### src/rtl/cell_gate_pkg.sv
// Purpose: Constants for the logic cell input gating stage
// Assumes: Byte-wide registers, one per aligned 32-bit word
// Notes: Offsets are word indices on the register bus
package cell_gate_pkg;
    localparam int ADDR_W = 4;
    localparam int SEL_W = 6;
    localparam int NUM_DATA = 4;
    localparam int SRC_W = 64;
    localparam logic [ADDR_W-1:0] DATA1_SEL_IDX = 4'h0;
    localparam logic [ADDR_W-1:0] DATA2_SEL_IDX = 4'h1;
    localparam logic [ADDR_W-1:0] DATA3_SEL_IDX = 4'h2;
    localparam logic [ADDR_W-1:0] DATA4_SEL_IDX = 4'h3;
    localparam logic [ADDR_W-1:0] GATE0_MASK_IDX = 4'h4;
    localparam logic [ADDR_W-1:0] GATE1_MASK_IDX = 4'h5;
    localparam logic [ADDR_W-1:0] CONTROL_IDX = 4'h6;
    localparam int CTRL_ENABLE_BIT = 7;
    localparam int CTRL_G1_INV_BIT = 1;
    localparam int CTRL_G0_INV_BIT = 0;
    localparam logic [7:0] CTRL_RESET = 8'h00;
    localparam logic [7:0] CTRL_WMASK = 8'h83;
    localparam logic [7:0] SEL_WMASK = 8'h3f;
    localparam logic [31:0] UNMAPPED_READ = 32'h00000000;
endpackage : cell_gate_pkg

### src/rtl/logic_cell_input_gating.sv
// Purpose: Input selection and gating stage of a configurable logic cell
// Assumes: Avalon-MM slave, word addressed, byte registers in low bits
// Notes: Selector and mask registers have no reset
//
// Decided for this implementation: the register addresses and the Avalon-MM slave port.
`timescale 1ns/1ps
module logic_cell_input_gating (
    // Clock and reset
    input wire logic clock_in,
    input wire logic resetn_in,
    // Avalon-MM slave
    input wire logic [cell_gate_pkg::ADDR_W-1:0] address_in,
    input wire logic read_in,
    input wire logic write_in,
    input wire logic [31:0] writedata_in,
    input wire logic [3:0] byteenable_in,
    output logic [31:0] readdata_out,
    output logic waitrequest_out,
    // Source signals
    input wire logic [cell_gate_pkg::SRC_W-1:0] sources_in,
    // Cell data and gate outputs
    output logic cell_data_in_a_out,
    output logic cell_data_in_b_out,
    output logic cell_data_in_c_out,
    output logic cell_data_in_d_out,
    output logic gate0_out,
    output logic gate1_out
);
    import cell_gate_pkg::*;

    // Selector and mask storage, no reset: contents undefined until written
    logic [SEL_W-1:0] source_code_ff [NUM_DATA];
    logic [SEL_W-1:0] nxt_source_code [NUM_DATA];
    logic [7:0] gate0_term_mask_ff;
    logic [7:0] gate1_term_mask_ff;
    logic [7:0] nxt_gate0_term_mask;
    logic [7:0] nxt_gate1_term_mask;
    logic [7:0] control_ff;
    logic [7:0] nxt_control;
    logic [31:0] readdata_ff;
    logic [31:0] nxt_readdata;
    logic ack_ff;
    logic nxt_ack;
    logic [NUM_DATA-1:0] data_ff;
    logic [NUM_DATA-1:0] nxt_data;
    logic [1:0] gate_ff;
    logic [1:0] nxt_gate;
    logic [1:0] raw_gate;
    logic wr_en;
    logic [7:0] wbyte;

    // One wait state: request accepted on the cycle ack_ff is high
    assign waitrequest_out = (read_in | write_in) & ~ack_ff;
    assign wr_en = write_in & ack_ff & byteenable_in[0];
    assign wbyte = writedata_in[7:0];

    always_comb begin
        nxt_ack = (read_in | write_in) & ~ack_ff;
        nxt_readdata = readdata_ff;
        if (read_in & ~ack_ff) begin
            nxt_readdata = UNMAPPED_READ;
            unique case (address_in)
                DATA1_SEL_IDX: nxt_readdata = {26'h0, source_code_ff[0]};
                DATA2_SEL_IDX: nxt_readdata = {26'h0, source_code_ff[1]};
                DATA3_SEL_IDX: nxt_readdata = {26'h0, source_code_ff[2]};
                DATA4_SEL_IDX: nxt_readdata = {26'h0, source_code_ff[3]};
                GATE0_MASK_IDX: nxt_readdata = {24'h0, gate0_term_mask_ff};
                GATE1_MASK_IDX: nxt_readdata = {24'h0, gate1_term_mask_ff};
                CONTROL_IDX: nxt_readdata = {24'h0, control_ff & CTRL_WMASK};
                default: nxt_readdata = UNMAPPED_READ;
            endcase
        end
    end

    always_comb begin
        for (int i = 0; i < NUM_DATA; i++) begin
            nxt_source_code[i] = source_code_ff[i];
        end
        nxt_gate0_term_mask = gate0_term_mask_ff;
        nxt_gate1_term_mask = gate1_term_mask_ff;
        nxt_control = control_ff;
        if (wr_en) begin
            unique case (address_in)
                DATA1_SEL_IDX: nxt_source_code[0] = wbyte[SEL_W-1:0];
                DATA2_SEL_IDX: nxt_source_code[1] = wbyte[SEL_W-1:0];
                DATA3_SEL_IDX: nxt_source_code[2] = wbyte[SEL_W-1:0];
                DATA4_SEL_IDX: nxt_source_code[3] = wbyte[SEL_W-1:0];
                GATE0_MASK_IDX: nxt_gate0_term_mask = wbyte;
                GATE1_MASK_IDX: nxt_gate1_term_mask = wbyte;
                CONTROL_IDX: nxt_control = wbyte & CTRL_WMASK;
                default: nxt_control = control_ff;
            endcase
        end
    end

    // selector and mask configuration kept across reset, undefined at power-up
    always_ff @(posedge clock_in) begin
        for (int i = 0; i < NUM_DATA; i++) begin
            source_code_ff[i] <= nxt_source_code[i];
        end
        gate0_term_mask_ff <= nxt_gate0_term_mask;
        gate1_term_mask_ff <= nxt_gate1_term_mask;
    end

    always_ff @(posedge clock_in or negedge resetn_in) begin
        if (!resetn_in) begin
            control_ff <= CTRL_RESET;
            readdata_ff <= UNMAPPED_READ;
            ack_ff <= 1'b0;
            data_ff <= '0;
            gate_ff <= '0;
        end else begin
            control_ff <= nxt_control;
            readdata_ff <= nxt_readdata;
            ack_ff <= nxt_ack;
            data_ff <= nxt_data;
            gate_ff <= nxt_gate;
        end
    end

    always_comb begin
        for (int i = 0; i < NUM_DATA; i++) begin
            // source code picks the data input
            nxt_data[i] = sources_in[source_code_ff[i]];
        end
    end

    gate_term_or u_gate0 (
        .mask_in(gate0_term_mask_ff),
        .data_in(data_ff),
        .gate_out(raw_gate[0])
    );

    gate_term_or u_gate1 (
        .mask_in(gate1_term_mask_ff),
        .data_in(data_ff),
        .gate_out(raw_gate[1])
    );

    always_comb begin
        nxt_gate[0] = raw_gate[0] ^ control_ff[CTRL_G0_INV_BIT];
        nxt_gate[1] = raw_gate[1] ^ control_ff[CTRL_G1_INV_BIT];
        if (!control_ff[CTRL_ENABLE_BIT]) begin
            nxt_gate = 2'b00;
        end
    end

    assign readdata_out = readdata_ff;
    assign cell_data_in_a_out = data_ff[0];
    assign cell_data_in_b_out = data_ff[1];
    assign cell_data_in_c_out = data_ff[2];
    assign cell_data_in_d_out = data_ff[3];
    assign gate0_out = gate_ff[0];
    assign gate1_out = gate_ff[1];
endmodule : logic_cell_input_gating

### src/rtl/gate_term_or.sv
// Purpose: One data gate, OR of masked true and inverted data terms
// Assumes: Mask bit 2k+1 takes data k true, bit 2k takes data k inverted
// Notes: Pure combinational
`timescale 1ns/1ps
module gate_term_or (
    // Terms
    input wire logic [7:0] mask_in,
    input wire logic [cell_gate_pkg::NUM_DATA-1:0] data_in,
    // Result
    output logic gate_out
);
    import cell_gate_pkg::*;
    logic [7:0] terms;
    genvar k;
    generate
        for (k = 0; k < NUM_DATA; k++) begin : g_term
            assign terms[2*k+1] = mask_in[2*k+1] & data_in[k];
            assign terms[2*k] = mask_in[2*k] & ~data_in[k];
        end
    endgenerate
    assign gate_out = |terms;
endmodule : gate_term_or

### config.mk
export PLATFORM = sky130hd
export DESIGN_NAME = logic_cell_input_gating
export DESIGN_NICKNAME = d
export VERILOG_FILES = /design/src/rtl/cell_gate_pkg.sv /design/src/rtl/logic_cell_input_gating.sv /design/src/rtl/gate_term_or.sv
export SDC_FILE = /design/constraint.sdc
export NUM_CORES = 1
export LEC_CHECK = 0
export CAP_MARGIN = 40
export CORE_ASPECT_RATIO = 1.25
export CORE_MARGIN = 2
export CORE_UTILIZATION = 28
export CTS_CLUSTER_DIAMETER = 120
export DETAILED_ROUTE_END_ITERATION = 12
export DONT_BUFFER_PORTS = 1
export PLACE_DENSITY = 0.48
export SYNTH_ARGS = -nofsm -noshare
export SYNTH_HDL_FRONTEND = slang
export SYNTH_SLANG_ARGS = --single-unit
export TNS_END_PERCENT = 10
### constraint.sdc
create_clock -name clock_in -period 4 [get_ports clock_in]
set_input_delay 0.4 -clock clock_in [delete_from_list [all_inputs] [get_ports clock_in]]
set_output_delay 0.4 -clock clock_in [all_outputs]
set_load 0.02 [all_outputs]
==> Word-level counts from Yosys, hierarchy flattened <==
Memories as Yosys holds them, arrays and structs flattened.
Cells that the tools add are included.
{ "word_totals": {"reg_bits": 58, "input_bits": 108, "word_cells": 67, "ramBits": 24, "mem_count": 1} }
{ "mem_list": {"columns": ["name", "depth", "word_bits", "rd", "rd_clocked_by_memory_dff", "write_ports", "line_no", "source"], "rows": [
  ["source_code_ff", 4, 6, 4, 0, 4, "logic_cell_input_gating.sv:32", "logic [SEL_W-1:0] source_code_ff [NUM_DATA];"]
]} }
{ "op_classes": {"order_cmp": 4, "eq_ne": 6, "muxes": 15, "reduce_logical": 6, "bitwise": 28} }
{ "ops": {"columns": ["cell", "n"], "rows": [
  ["$pmux W8 S7", 1],
  ["$lt A6 B7 Y1 const B", 4],
  ["$bmux W1 S6", 4],
  ["$mux W24", 1],
  ["$mux W6", 4],
  ["$and A1 B1 Y1", 20],
  ["$reduce_or A8 Y1", 2],
  ["$eq A4 B3 Y1 const B", 3],
  ["$eq A4 B2 Y1 const B", 2],
  ["$reduce_and A2 Y1", 3],
  ["$not A1 Y1", 5],
  ["$eq A4 B1 Y1 const B", 1],
  ["$logic_not A4 Y1", 1],
  ["$mux W1", 4],
  ["$mux W2", 1],
  ["$xor A1 B1 Y1", 2],
  ["$or A1 B1 Y1", 1]
]} }

==> Logic depth before layout (Yosys ltp) <==
Gate-level depths: netlist (run 1).
{ "logic_depth": {"word_depth": 5, "ltp_mapped": 7} }

==> Modules after synthesis <==
From an unflattened synthesis (run 1), not the netlist that was laid out.
{ "hier_totals": {"cells_unflattened": 343, "area_unflattened_um2": 4698.3} }
{ "by_module_without_submodules": {"columns": ["module", "cells_each", "area_per_inst_um2", "n_inst", "seq_area_each_um2"], "rows": [
  ["logic_cell_input_gating", 333, 4605.7, 1, 1651.6],
  ["gate_term_or", 5, 46.3, 2, 0.0]
]} }

==> Worst setup path after synthesis (run 1) <==
Ideal clock, no wire load.
{ "synth_path": {"path_type": "reg-to-reg", "start": "mem source_code_ff[1][0]", "end": "reg data_ff[1]", "t_arrival_ns": 1.795, "n_path_buf": 2, "path_slack_ns": 2.078, "synth_period_minus_slack_ns": 1.922, "path_stages_with_launch": 7, "cell_sequence": "edfxtp_1 -> buf_2 -> buf_2 -> mux4_2 -> a211oi_1 -> o22a_1 -> o21ai_0"} }
{ "synth_lines": {"columns": ["element", "line_no", "source"], "rows": [
  ["from (decl)", "logic_cell_input_gating.sv:32", null],
  ["to (signal assigned)", "logic_cell_input_gating.sv:116", "data_ff <= nxt_data;"],
  ["to (decl)", "logic_cell_input_gating.sv:44", "logic [NUM_DATA-1:0] data_ff;"]
]} }

==> results of run 1 <==
## flip-flops by register name, summed over array words and instances (netlist names)
signal,flops
ack_ff,1
control_ff,3
data_ff,4
gate0_term_mask_ff,8
gate1_term_mask_ff,8
gate_ff,2
readdata_out,8
source_code_ff,24
## cell families after synthesis
group	after synthesis
compound gates	52
xor+xnor	2
buf+inv	52
flops	58
mux	107
other cells	1
simple gates	72
## path summary, 6_finish.rpt
check	from	to	slack, ps	cells after the start
hold reg to reg	source_code_ff[2][5]	data_ff[2]	520	1
setup / recovery	source_code_ff[3][0]	data_ff[3]	1580	6
setup reg to reg	source_code_ff[3][0]	data_ff[3]	1580	6
max in group asynchronous	resetn_in	data_ff[1]	2830	1
hold / removal	writedata_in[1]	gate0_term_mask_ff[1]	170	0
min in group asynchronous	resetn_in	readdata_out[2]	630	1
## placed cells by master (no fill, tap or decap), types with 2 or more instances in the layout
master / synthesis / layout
mux4_2: 56 / 56
edfxtp_1: 40 / 40
mux2i_1: 30 / 30
conb_1: 1 / 24
nor2_1: 18 / 18
dfrtp_1: 18 / 18
nand2_1: 12 / 12
mux2_2: 11 / 11
nor2b_1: 11 / 11
o21ai_0: 10 / 10
clkbuf_16: 0 / 9
mux4_1: 8 / 8
a21oi_1: 6 / 6
a22oi_1: 6 / 6
nand3_1: 5 / 5
a211oi_1: 5 / 5
nor3_1: 5 / 5
a22o_1: 5 / 5
nand3b_1: 4 / 4
nand2b_1: 4 / 4
nor3b_1: 4 / 4
nand4_1: 3 / 3
o221ai_1: 3 / 3
clkinvlp_4: 0 / 3
buf_4: 29 / 3
and2_1: 2 / 2
a311oi_1: 2 / 2
mux4_4: 2 / 2
a2111oi_0: 2 / 2
buf_2: 6 / 2
buf_8: 0 / 2
## stage by stage
step / area (sq um) / utilization (%)
2_1_floorplan: 4820 / -
3_5_place_dp: 4810 / 28.8
3_3_place_gp: 4770 / 28.6
4_1_cts: 5120 / 30.6
5_1_grt: 5120 / 30.6
6_report: 5120 / 30.6
## routing by layer
layer	share of wire [%]	up-vias
li1	-	1365
met1	37	1643
met2	54	141
met3	7.7	14
met4	1.6	0
met5	0	-
## layout make-up
type | count | area (sq um) | area share [%]
Tap cell | 220 | 275 | 5.38
Clock buffer | 9 | 225 | 4.40
Inverter | 1 | 3.75 | 0.0733
Sequential cell | 58 | 1650 | 32.3
Clock inverter | 7 | 70.1 | 1.37
Multi-Input combinational cell | 257 | 2820 | 55.1
Timing Repair Buffer | 8 | 72.6 | 1.42
## power groups by stage
stage | Clock, mW | Sequential, mW | Combinational (mW)
2_1_floorplan | 0 | 0.699 | 0.160
3_3_place_gp | 0 | 0.708 | 0.155
3_5_place_dp | 0 | 0.707 | 0.155
4_1_cts | 0.759 | 0.696 | 0.160
5_1_grt | 0.786 | 0.698 | 0.172
6_report | 0.744 | 0.696 | 0.159
## critical path: stages, from the launching register on
cell and delay [ps]:
edfxtp_1 700, buf_8 240, mux4_1 550, mux2i_1 230, a31o_2 190, a211oi_1 50, a311o_1 330
## what timing repair did
action	4_1_cts	5_1_grt
gates resized for setup	0	0
hold buffers	1	0
hold endpoints to repair	18	0
==> flow_summary.ini, run 1 <==
[global_routing]
overflow = 0
grt_use_met3_pct = 3.52
grt_usage_pct = 15.6
met1_usage_pct = 18.1
top_usage_layer = met2
grt_max_degree = 24
grt_pass1_vias = 3311
antenna_found_initial = 0
use_met2_pct = 28.5
grt_pass1_wl_microns = 20900

[timing]
finalCriticalPeriod_ps = 2420
finalHoldViolCount = 0
setup_ws_ps = 1580
slew_headroom_pct = 42.3
tightestPinTransition_ps = 862
slew_viol_final = 0
max_freq_mhz = 413
fin_worst_skew_ps = 4.99
finalSetupTns_ps = 0
fin_hold_ws_ps = 169
rsz0062_at_grt = false
setup_violations = 0
fin_crit_sh_pct = 60.5

[worst_setup_path]
cp.required_ps = 4190
cp.arrival_ps = 2610
cp_max_fo = 10
end_kind = register
crit_type = register to register
start_kind = register

[die]
dieWidth_microns = 120
die_h_microns = 149
core_area_sq_mm = 0.0167
num_rows = 53
initial_core_util_pct = 28.3
io_pins = 147
die-area_sq_mm = 0.0180

[logic_synthesis]
synthSimpleGateAreaFrac_pct = 8.01
synth_top_cell_area_share_pct = 26.7
synth.area.top_cells = mux4_2 (27%), edfxtp_1 (25%), dfrtp_1 (9.5%)
yosys_warnings = 0
synth.ff_latch_count = 58
yosys_most_used_dff = edfxtp_1
synthAdderAreaFrac_pct = 0
yosysMostFrequentCell = mux4_2
syn_avg_cell_area_sq_um = 13.8
synth_edf_count = 40
synthDistinctLibCells = 52
synth_xor_area_share_pct = 0.370
synth_compound_area_share_pct = 8.23
synth_top_family_by_area = multiplexers
synthCells = 344
ys_seq_area_share_pct = 34.9
synthMuxAreaShare_pct = 41.1
netlist_top_cells_count = mux4_2 (56), edfxtp_1 (40), mux2i_1 (30), buf_4 (29)
async_reset_ff_share_pct = 31.0
yosysTopAreaCell = mux4_2
syn_area_sq_mm = 0.00473

[detailed_routing]
dr.pass1.iters = 5
wl_per_cell_microns = 24.7
vias = 3163
ant_nets = 0
routed_wl_microns = 13800
first_iter_violations = 250
drc = 0
via_per_inst = 5.65

[power]
switchingPower_mw = 0.369
pwr-share-clk_pct = 46.5
pwr-share-comb_pct = 9.9
p_int_mw = 1.23
power_frac_seq_pct = 43.5
power_mw = 1.60
p_per_area_mw_per_mm2 = 312
sw_frac_of_total_pct = 23.1
leakage_nw = 1.77
ir_drop_mv = 0.243

[clock_tree]
cts.sinks = 58
cts_setup_buffers = 0
cts_buffers = 9
clock_path_buffers = 2
cts_root_buf = clkbuf_16
cts_tree = done
clk_pin_slew_ps = 50
clock_latency_ps = 320
htreeDepth = 3

[job]
max-cap-violations = 0

[min_path]
hold_class = input pin to register

[placed_design]
io_buffers = 0
preCtsSetupSlack_ps = 1540
routabilityCongestion = 0.777
place_inst = 543
hpwl_microns = 10700

[layout]
final_layout_size_suffix_gt1_share_pct = 27.6
nets = 443
instances_no_fill = 560
n_antenna_cell = 0
n_fill_cell = 1662
area_growth_pct = 8.23

[status]
status = completed
No activity file was read; power rests on OpenSTA's default activity.
==> inputs of run 2 (changes only) <==
--- a/config.mk
+++ b/config.mk
@@ -5,6 +5,7 @@
 export SDC_FILE = /design/constraint.sdc
 export NUM_CORES = 1
 export LEC_CHECK = 0
+export ABC_AREA = 1
 export CAP_MARGIN = 40
 export CORE_ASPECT_RATIO = 1.25
 export CORE_MARGIN = 2
@@ -12,7 +13,7 @@
 export CTS_CLUSTER_DIAMETER = 120
 export DETAILED_ROUTE_END_ITERATION = 12
 export DONT_BUFFER_PORTS = 1
-export PLACE_DENSITY = 0.48
+export PLACE_DENSITY = 0.5
 export SYNTH_ARGS = -nofsm -noshare
 export SYNTH_HDL_FRONTEND = slang
 export SYNTH_SLANG_ARGS = --single-unit
==> constraint.sdc (replaced) <==
create_clock -name clock_in -period 2.2 [get_ports clock_in]
set_input_delay 0.22 -clock clock_in [delete_from_list [all_inputs] [get_ports clock_in]]
set_output_delay 0.22 -clock clock_in [all_outputs]
set_load 0.02 [all_outputs]
==> run 2 against run 1 <==
Compared with the run above:
- sequential power increased by 81%
- clock-buffer cell count increased by 2
- sequential share of layout area decreased by 2.6 points
- cell count increased by 88%
- first-iteration DRC count rose by 88%
- wire length up 42%
- flip-flop and latch count did not move
- worst setup slack got worse by 1200 ps
- largest cell class unchanged
- highest routed layer unchanged
==> flow_summary.ini, run 2 <==
[timing]
finalSetupTns_ps = 0
fin_crit_sh_pct = 83.7
fin_worst_skew_ps = 7.54
finalCriticalPeriod_ps = 1840
slew_headroom_pct = 57.0
max_freq_mhz = 543
finalHoldViolCount = 0
slew_viol_final = 0
setup_ws_ps = 358
tightestPinTransition_ps = 644
setup_violations = 0
rsz0062_at_grt = false

[worst_setup_path]
crit_type = register to register
cp_cell_sequence = inv_2, nand2_1, nand3_1, nand3_1, nand2_1, nand2_1, nand3_1, nand3_1, nand2_1
r2r_setup_slack_ps = 360
worst_path_largest_cell_delay_ps = 520
cp.arrival_ps = 2080
end_kind = register
cp_slowest_cell = inv_2
reg2regPathDepth = 9
cp.required_ps = 2440
r2r_start = source_code_ff[1][0]
start_kind = register
worstReg2RegEnd = data_ff[1]
cp_max_fo = 33

[power]
p_int_mw = 2.08
switchingPower_mw = 0.659
sw_frac_of_total_pct = 24.1
p_per_area_mw_per_mm2 = 492
ir_drop_mv = 0.328
pwr-share-clk_pct = 43.4
leakage_nw = 2.58
power_frac_seq_pct = 45.8
pwr-share-comb_pct = 10.8

[detailed_routing]
first_iter_violations = 470
routed_wl_microns = 19600
vias = 5456
dr.pass1.iters = 5
via_per_inst = 5.19
drc = 0
wl_per_cell_microns = 18.6
ant_nets = 0

[clock_tree]
clk_pin_slew_ps = 50
cts_setup_buffers = 0
clock_path_buffers = 2
cts_buffers = 9
cts_root_buf = clkbuf_16
clock_latency_ps = 320
cts.sinks = 58
cts_tree = done
htreeDepth = 3

[logic_synthesis]
synth_compound_area_share_pct = 3.68
syn_area_sq_mm = 0.00506
yosys_warnings = 0
synth.area.top_cells = nand2_1 (27%), edfxtp_1 (24%), nand3_1 (22%)
synthAdderAreaFrac_pct = 0
synthDistinctLibCells = 27
async_reset_ff_share_pct = 31.0
yosysTopAreaCell = nand2_1
synthMuxAreaShare_pct = 0.297
synth.ff_latch_count = 58
ys_seq_area_share_pct = 32.6
synthCells = 822
synthSimpleGateAreaFrac_pct = 52.1
synth_top_family_by_area = simple AND/OR/NAND/NOR gates
yosys_most_used_dff = edfxtp_1
syn_avg_cell_area_sq_um = 6.16
netlist_top_cells_count = nand2_1 (364), nand3_1 (222), buf_2 (43), edfxtp_1 (40), inv_1 (29)
synth_xor_area_share_pct = 0
synth_top_cell_area_share_pct = 27.0
synth_edf_count = 40
yosysMostFrequentCell = nand2_1

[global_routing]
grt_usage_pct = 20.3
grt_pass1_wl_microns = 30400
antenna_found_initial = 1
grt_pass1_vias = 5229
overflow = 0
grt_max_degree = 34

[die]
dieWidth_microns = 124
initial_core_util_pct = 28.3
die-area_sq_mm = 0.0192
io_pins = 147
die_h_microns = 154
core_area_sq_mm = 0.0179
num_rows = 55

[status]
status = completed

[layout]
stdcell_area_sq_mm = 0.00557
largest_reg_flops = 24
final_cell_mix = nand2_1 (364), nand3_1 (222), edfxtp_1 (40), inv_1 (29)
n_antenna_cell = 0
final_common_cell = nand2_1
area_growth_pct = 9.96
regMostFlops = source_code_ff
final_layout_size_suffix_gt1_share_pct = 6.43
nets = 928

[placed_design]
placed_area_sq_mm = 0.00520
routabilityCongestion = 0.893
hpwl_microns = 14200
preCtsSetupSlack_ps = 418
io_buffers = 0

[min_path]
holdPathEnd = control_ff[7]
hold_start = writedata_in[7]
hold_class = input pin to register
holdPathStages = 1

[job]
max-cap-violations = 0
[run 2: cell types whose count changed in the layout (fill, tap and decap cells not counted), sizes merged, moves of 10 or more]
cell	change
nand3	+218
o22ai	+11
inv	+37
mux4	-66
mux2	-10
buf	+18
mux2i	-30
nor2b	-11
nand2	+353
[run 2: critical path, delay by kind of cell, from the launching register on]
family                 cells  cell delay, ps
and+or+nand+nor            8             710
buffers and inverters      1             520
DFF                        1             490
[run 2: timing repair]
item                      in CTS  in global routing
resized for setup              0                  0
hold endpoints to repair      58                  0
hold buffers                   9                  0
[run 2: worst max-delay path by stage]
stage | endpoint | cells after the start | slack [ps] | start
floorplan | data_ff[2] | 10 | 900 | source_code_ff[2][1]
global placement | data_ff[1] | 9 | 410 | source_code_ff[1][0]
detailed placement | data_ff[1] | 9 | 420 | source_code_ff[1][0]
CTS | data_ff[1] | 9 | 390 | source_code_ff[1][0]
global route | data_ff[1] | 9 | 150 | source_code_ff[1][0]
finish | data_ff[1] | 9 | 360 | source_code_ff[1][0]
[run 2: kinds of logic (layout without fill, tap and decap cells)]
kind of cell    Yosys count  count (layout)
compound gates           32              32
buf+inv                 111              90
flops                    58              58
mux                       1               1
other cells               1              24
simple gates            619             619
[run 2: cell type report]
type                    count  area, sq um
clock buffers              11          243
clock inverters             4         18.8
fillers                  2022        12300
inverters                  41          154
multi-input cells         676         2930
flip-flops and latches     58         1650
well taps                 228          285
repair buffers             34          285
[run 2: per-stage QoR]
stage	hold slack, ps	utilization (%)	power [mW]	cells
after CTS	41.3	31.0	2.77	1051
after global routing	39.1	31.1	2.87	1052
after global placement	-75.3	29.1	1.53	1027
after floorplan	-75.6	-	1.52	845
final	53.5	31.1	2.74	1052
after detailed placement	-75.3	29.1	1.54	1027
[run 2: power by group through the flow]
stage,sequential [mW],clock (mW),combinational [mW]
finish,1.26,1.19,0.296
global route,1.26,1.28,0.335
CTS,1.26,1.22,0.293
detailed placement,1.28,0,0.260
global placement,1.28,0,0.258
floorplan,1.27,0,0.248
[run 2: routing by layer]
layer | GRT usage (%) | up-vias | wire length (microns)
met5 | 0 | - | 0
met4 | 10.6 | 0 | 890
met3 | 4.67 | 55 | 1590
met2 | 33.6 | 253 | 9280
met1 | 24.7 | 2484 | 7850
li1 | - | 2664 | -
==> inputs of run 3 (changes only) <==
--- a/config.mk
+++ b/config.mk
@@ -13,7 +13,7 @@
 export CTS_CLUSTER_DIAMETER = 120
 export DETAILED_ROUTE_END_ITERATION = 12
 export DONT_BUFFER_PORTS = 1
-export PLACE_DENSITY = 0.5
+export PLACE_DENSITY = 0.48
 export SYNTH_ARGS = -nofsm -noshare
 export SYNTH_HDL_FRONTEND = slang
 export SYNTH_SLANG_ARGS = --single-unit
==> constraint.sdc (replaced) <==
create_clock -name clock_in -period 1.8 [get_ports clock_in]
set_input_delay 0.18 -clock clock_in [delete_from_list [all_inputs] [get_ports clock_in]]
set_output_delay 0.18 -clock clock_in [all_outputs]
set_load 0.02 [all_outputs]
==> run 3 against run 2 <==
Compared with the run above:
- maximum frequency up 18%
- combinational power up 23%
- clock-buffer cell count is the same
- critical path type unchanged
- largest cell class unchanged
==> flow_summary.ini, run 3 (synthesized netlist as in run 2, its figures left out) <==
[clock_tree]
cts.sinks = 58
clock_latency_ps = 330
clock_path_buffers = 2
cts_buffers = 9
clk_pin_slew_ps = 50
cts_resized = 0
htreeDepth = 3
cts_hold_buf = 9
cts_root_buf = clkbuf_16
cts_setup_buffers = 0
cts_tree = done

[power]
p_int_mw = 2.51
sw_frac_of_total_pct = 25.2
power_frac_seq_pct = 45.7
leakage_nw = 2.61
pwr-share-clk_pct = 43.4
p_per_area_mw_per_mm2 = 595
switchingPower_mw = 0.846
ir_drop_mv = 0.475
power_mw = 3.36
pwr-share-comb_pct = 10.8

[global_routing]
grt_pass1_vias = 5089
grt_usage_pct = 20.4
top_usage_layer = met2
overflow = 0
antenna_found_initial = 0
met1_usage_pct = 25.0
use_met2_pct = 36.0
grt_max_degree = 34
grt_pass1_wl_microns = 30300
grt_use_met3_pct = 3.80

[die]
num_rows = 55
io_pins = 147
die-area_sq_mm = 0.0192
core_area_sq_mm = 0.0179
dieWidth_microns = 124
initial_core_util_pct = 28.3
die_h_microns = 154

[detailed_routing]
wl_per_cell_microns = 18.8
via_per_inst = 5.07
drc = 0
dr.pass1.iters = 5
ant_nets = 0
first_iter_violations = 502
routed_wl_microns = 19800
vias = 5358

[timing]
finalSetupTns_ps = 0
finalCriticalPeriod_ps = 1560
slew_viol_final = 0
fin_crit_sh_pct = 86.7
fin_worst_skew_ps = 5.48
rsz0062_at_grt = false
setup_violations = 0
max_freq_mhz = 641
finalHoldViolCount = 0

[status]
status = completed

[layout]
final_layout_size_suffix_gt1_share_pct = 6.63
nets = 932
largest_reg_flops = 24
area_growth_pct = 11.4
final_common_cell = nand2_1
n_fill_cell = 2009
regMostFlops = source_code_ff
n_antenna_cell = 0
final_cell_mix = nand2_1 (364), nand3_1 (222), edfxtp_1 (40), inv_1 (29)

[placed_design]
io_buffers = 0
routabilityCongestion = 0.892
hpwl_microns = 14400

[min_path]
holdPathStages = 2
hold_class = input pin to register

[worst_setup_path]
end_kind = register
reg2regPathDepth = 8
r2r_setup_slack_ps = 240
start_kind = register
crit_type = register to register
cp.arrival_ps = 1750
cp.required_ps = 1990
cp_max_fo = 17

[job]
max-cap-violations = 0
-- run 3: cell types whose count changed in the layout (fill, tap and decap cells not counted), sizes merged --
| cell | before | now |
|---|---|---|
| buf | 25 | 29 |
| clkinv | 7 | 8 |
-- run 3: routing by layer --
metal	part of all wire, %	routed length [microns]
met5	0	0
met1	40	8030
met4	2.4	480
met3	6.6	1320
met2	50	10000
-- run 3: final cells by class --
type | instances | area (sq um) | area share, %
Clock buffer | 11 | 233 | 4.13
Clock inverter | 5 | 21.3 | 0.377
Inverter | 41 | 154 | 2.73
Multi-Input combinational cell | 676 | 2930 | 52.0
Sequential cell | 58 | 1650 | 29.3
Tap cell | 228 | 285 | 5.06
Timing Repair Buffer | 38 | 365 | 6.48
-- run 3: critical path: stages, from the launching register on --
cell and delay [ps]:
edfxtp_1 400, inv_2 340, nand3_1 130, nand3_1 100, nand2_1 100, nand2_1 70
nand3_1 90, nand3_1 90, nand2_1 100
-- run 3: metrics by stage --
stage	utilization, %	hold WS [ps]	cell area [sq um]	setup slack (ps)	cells
3_5_place_dp	29.5	-115	5280	243	1031
4_1_cts	31.4	14.4	5630	225	1056
3_3_place_gp	29.5	-115	5280	239	1031
2_1_floorplan	-	-116	5150	503	845
6_report	31.5	20.7	5640	239	1057
5_1_grt	31.5	25.6	5640	107	1057
-- run 3: worst paths after layout --
kind                                      start              end
max reg2reg                source_code_ff[2][1]       data_ff[2]
min in group asynchronous             resetn_in  readdata_out[2]
max                        source_code_ff[2][1]       data_ff[2]
max in group asynchronous             resetn_in       data_ff[3]
min                             writedata_in[1]    control_ff[1]
min reg2reg                source_code_ff[3][5]       data_ff[3]
-- run 3: power by group through the flow --
stage | clock network, mW | registers [mW] | logic [mW]
after floorplan | 0 | 1.55 | 0.304
after global placement | 0 | 1.56 | 0.318
after detailed placement | 0 | 1.56 | 0.320
after CTS | 1.49 | 1.54 | 0.363
after global routing | 1.55 | 1.54 | 0.417
final | 1.46 | 1.53 | 0.364
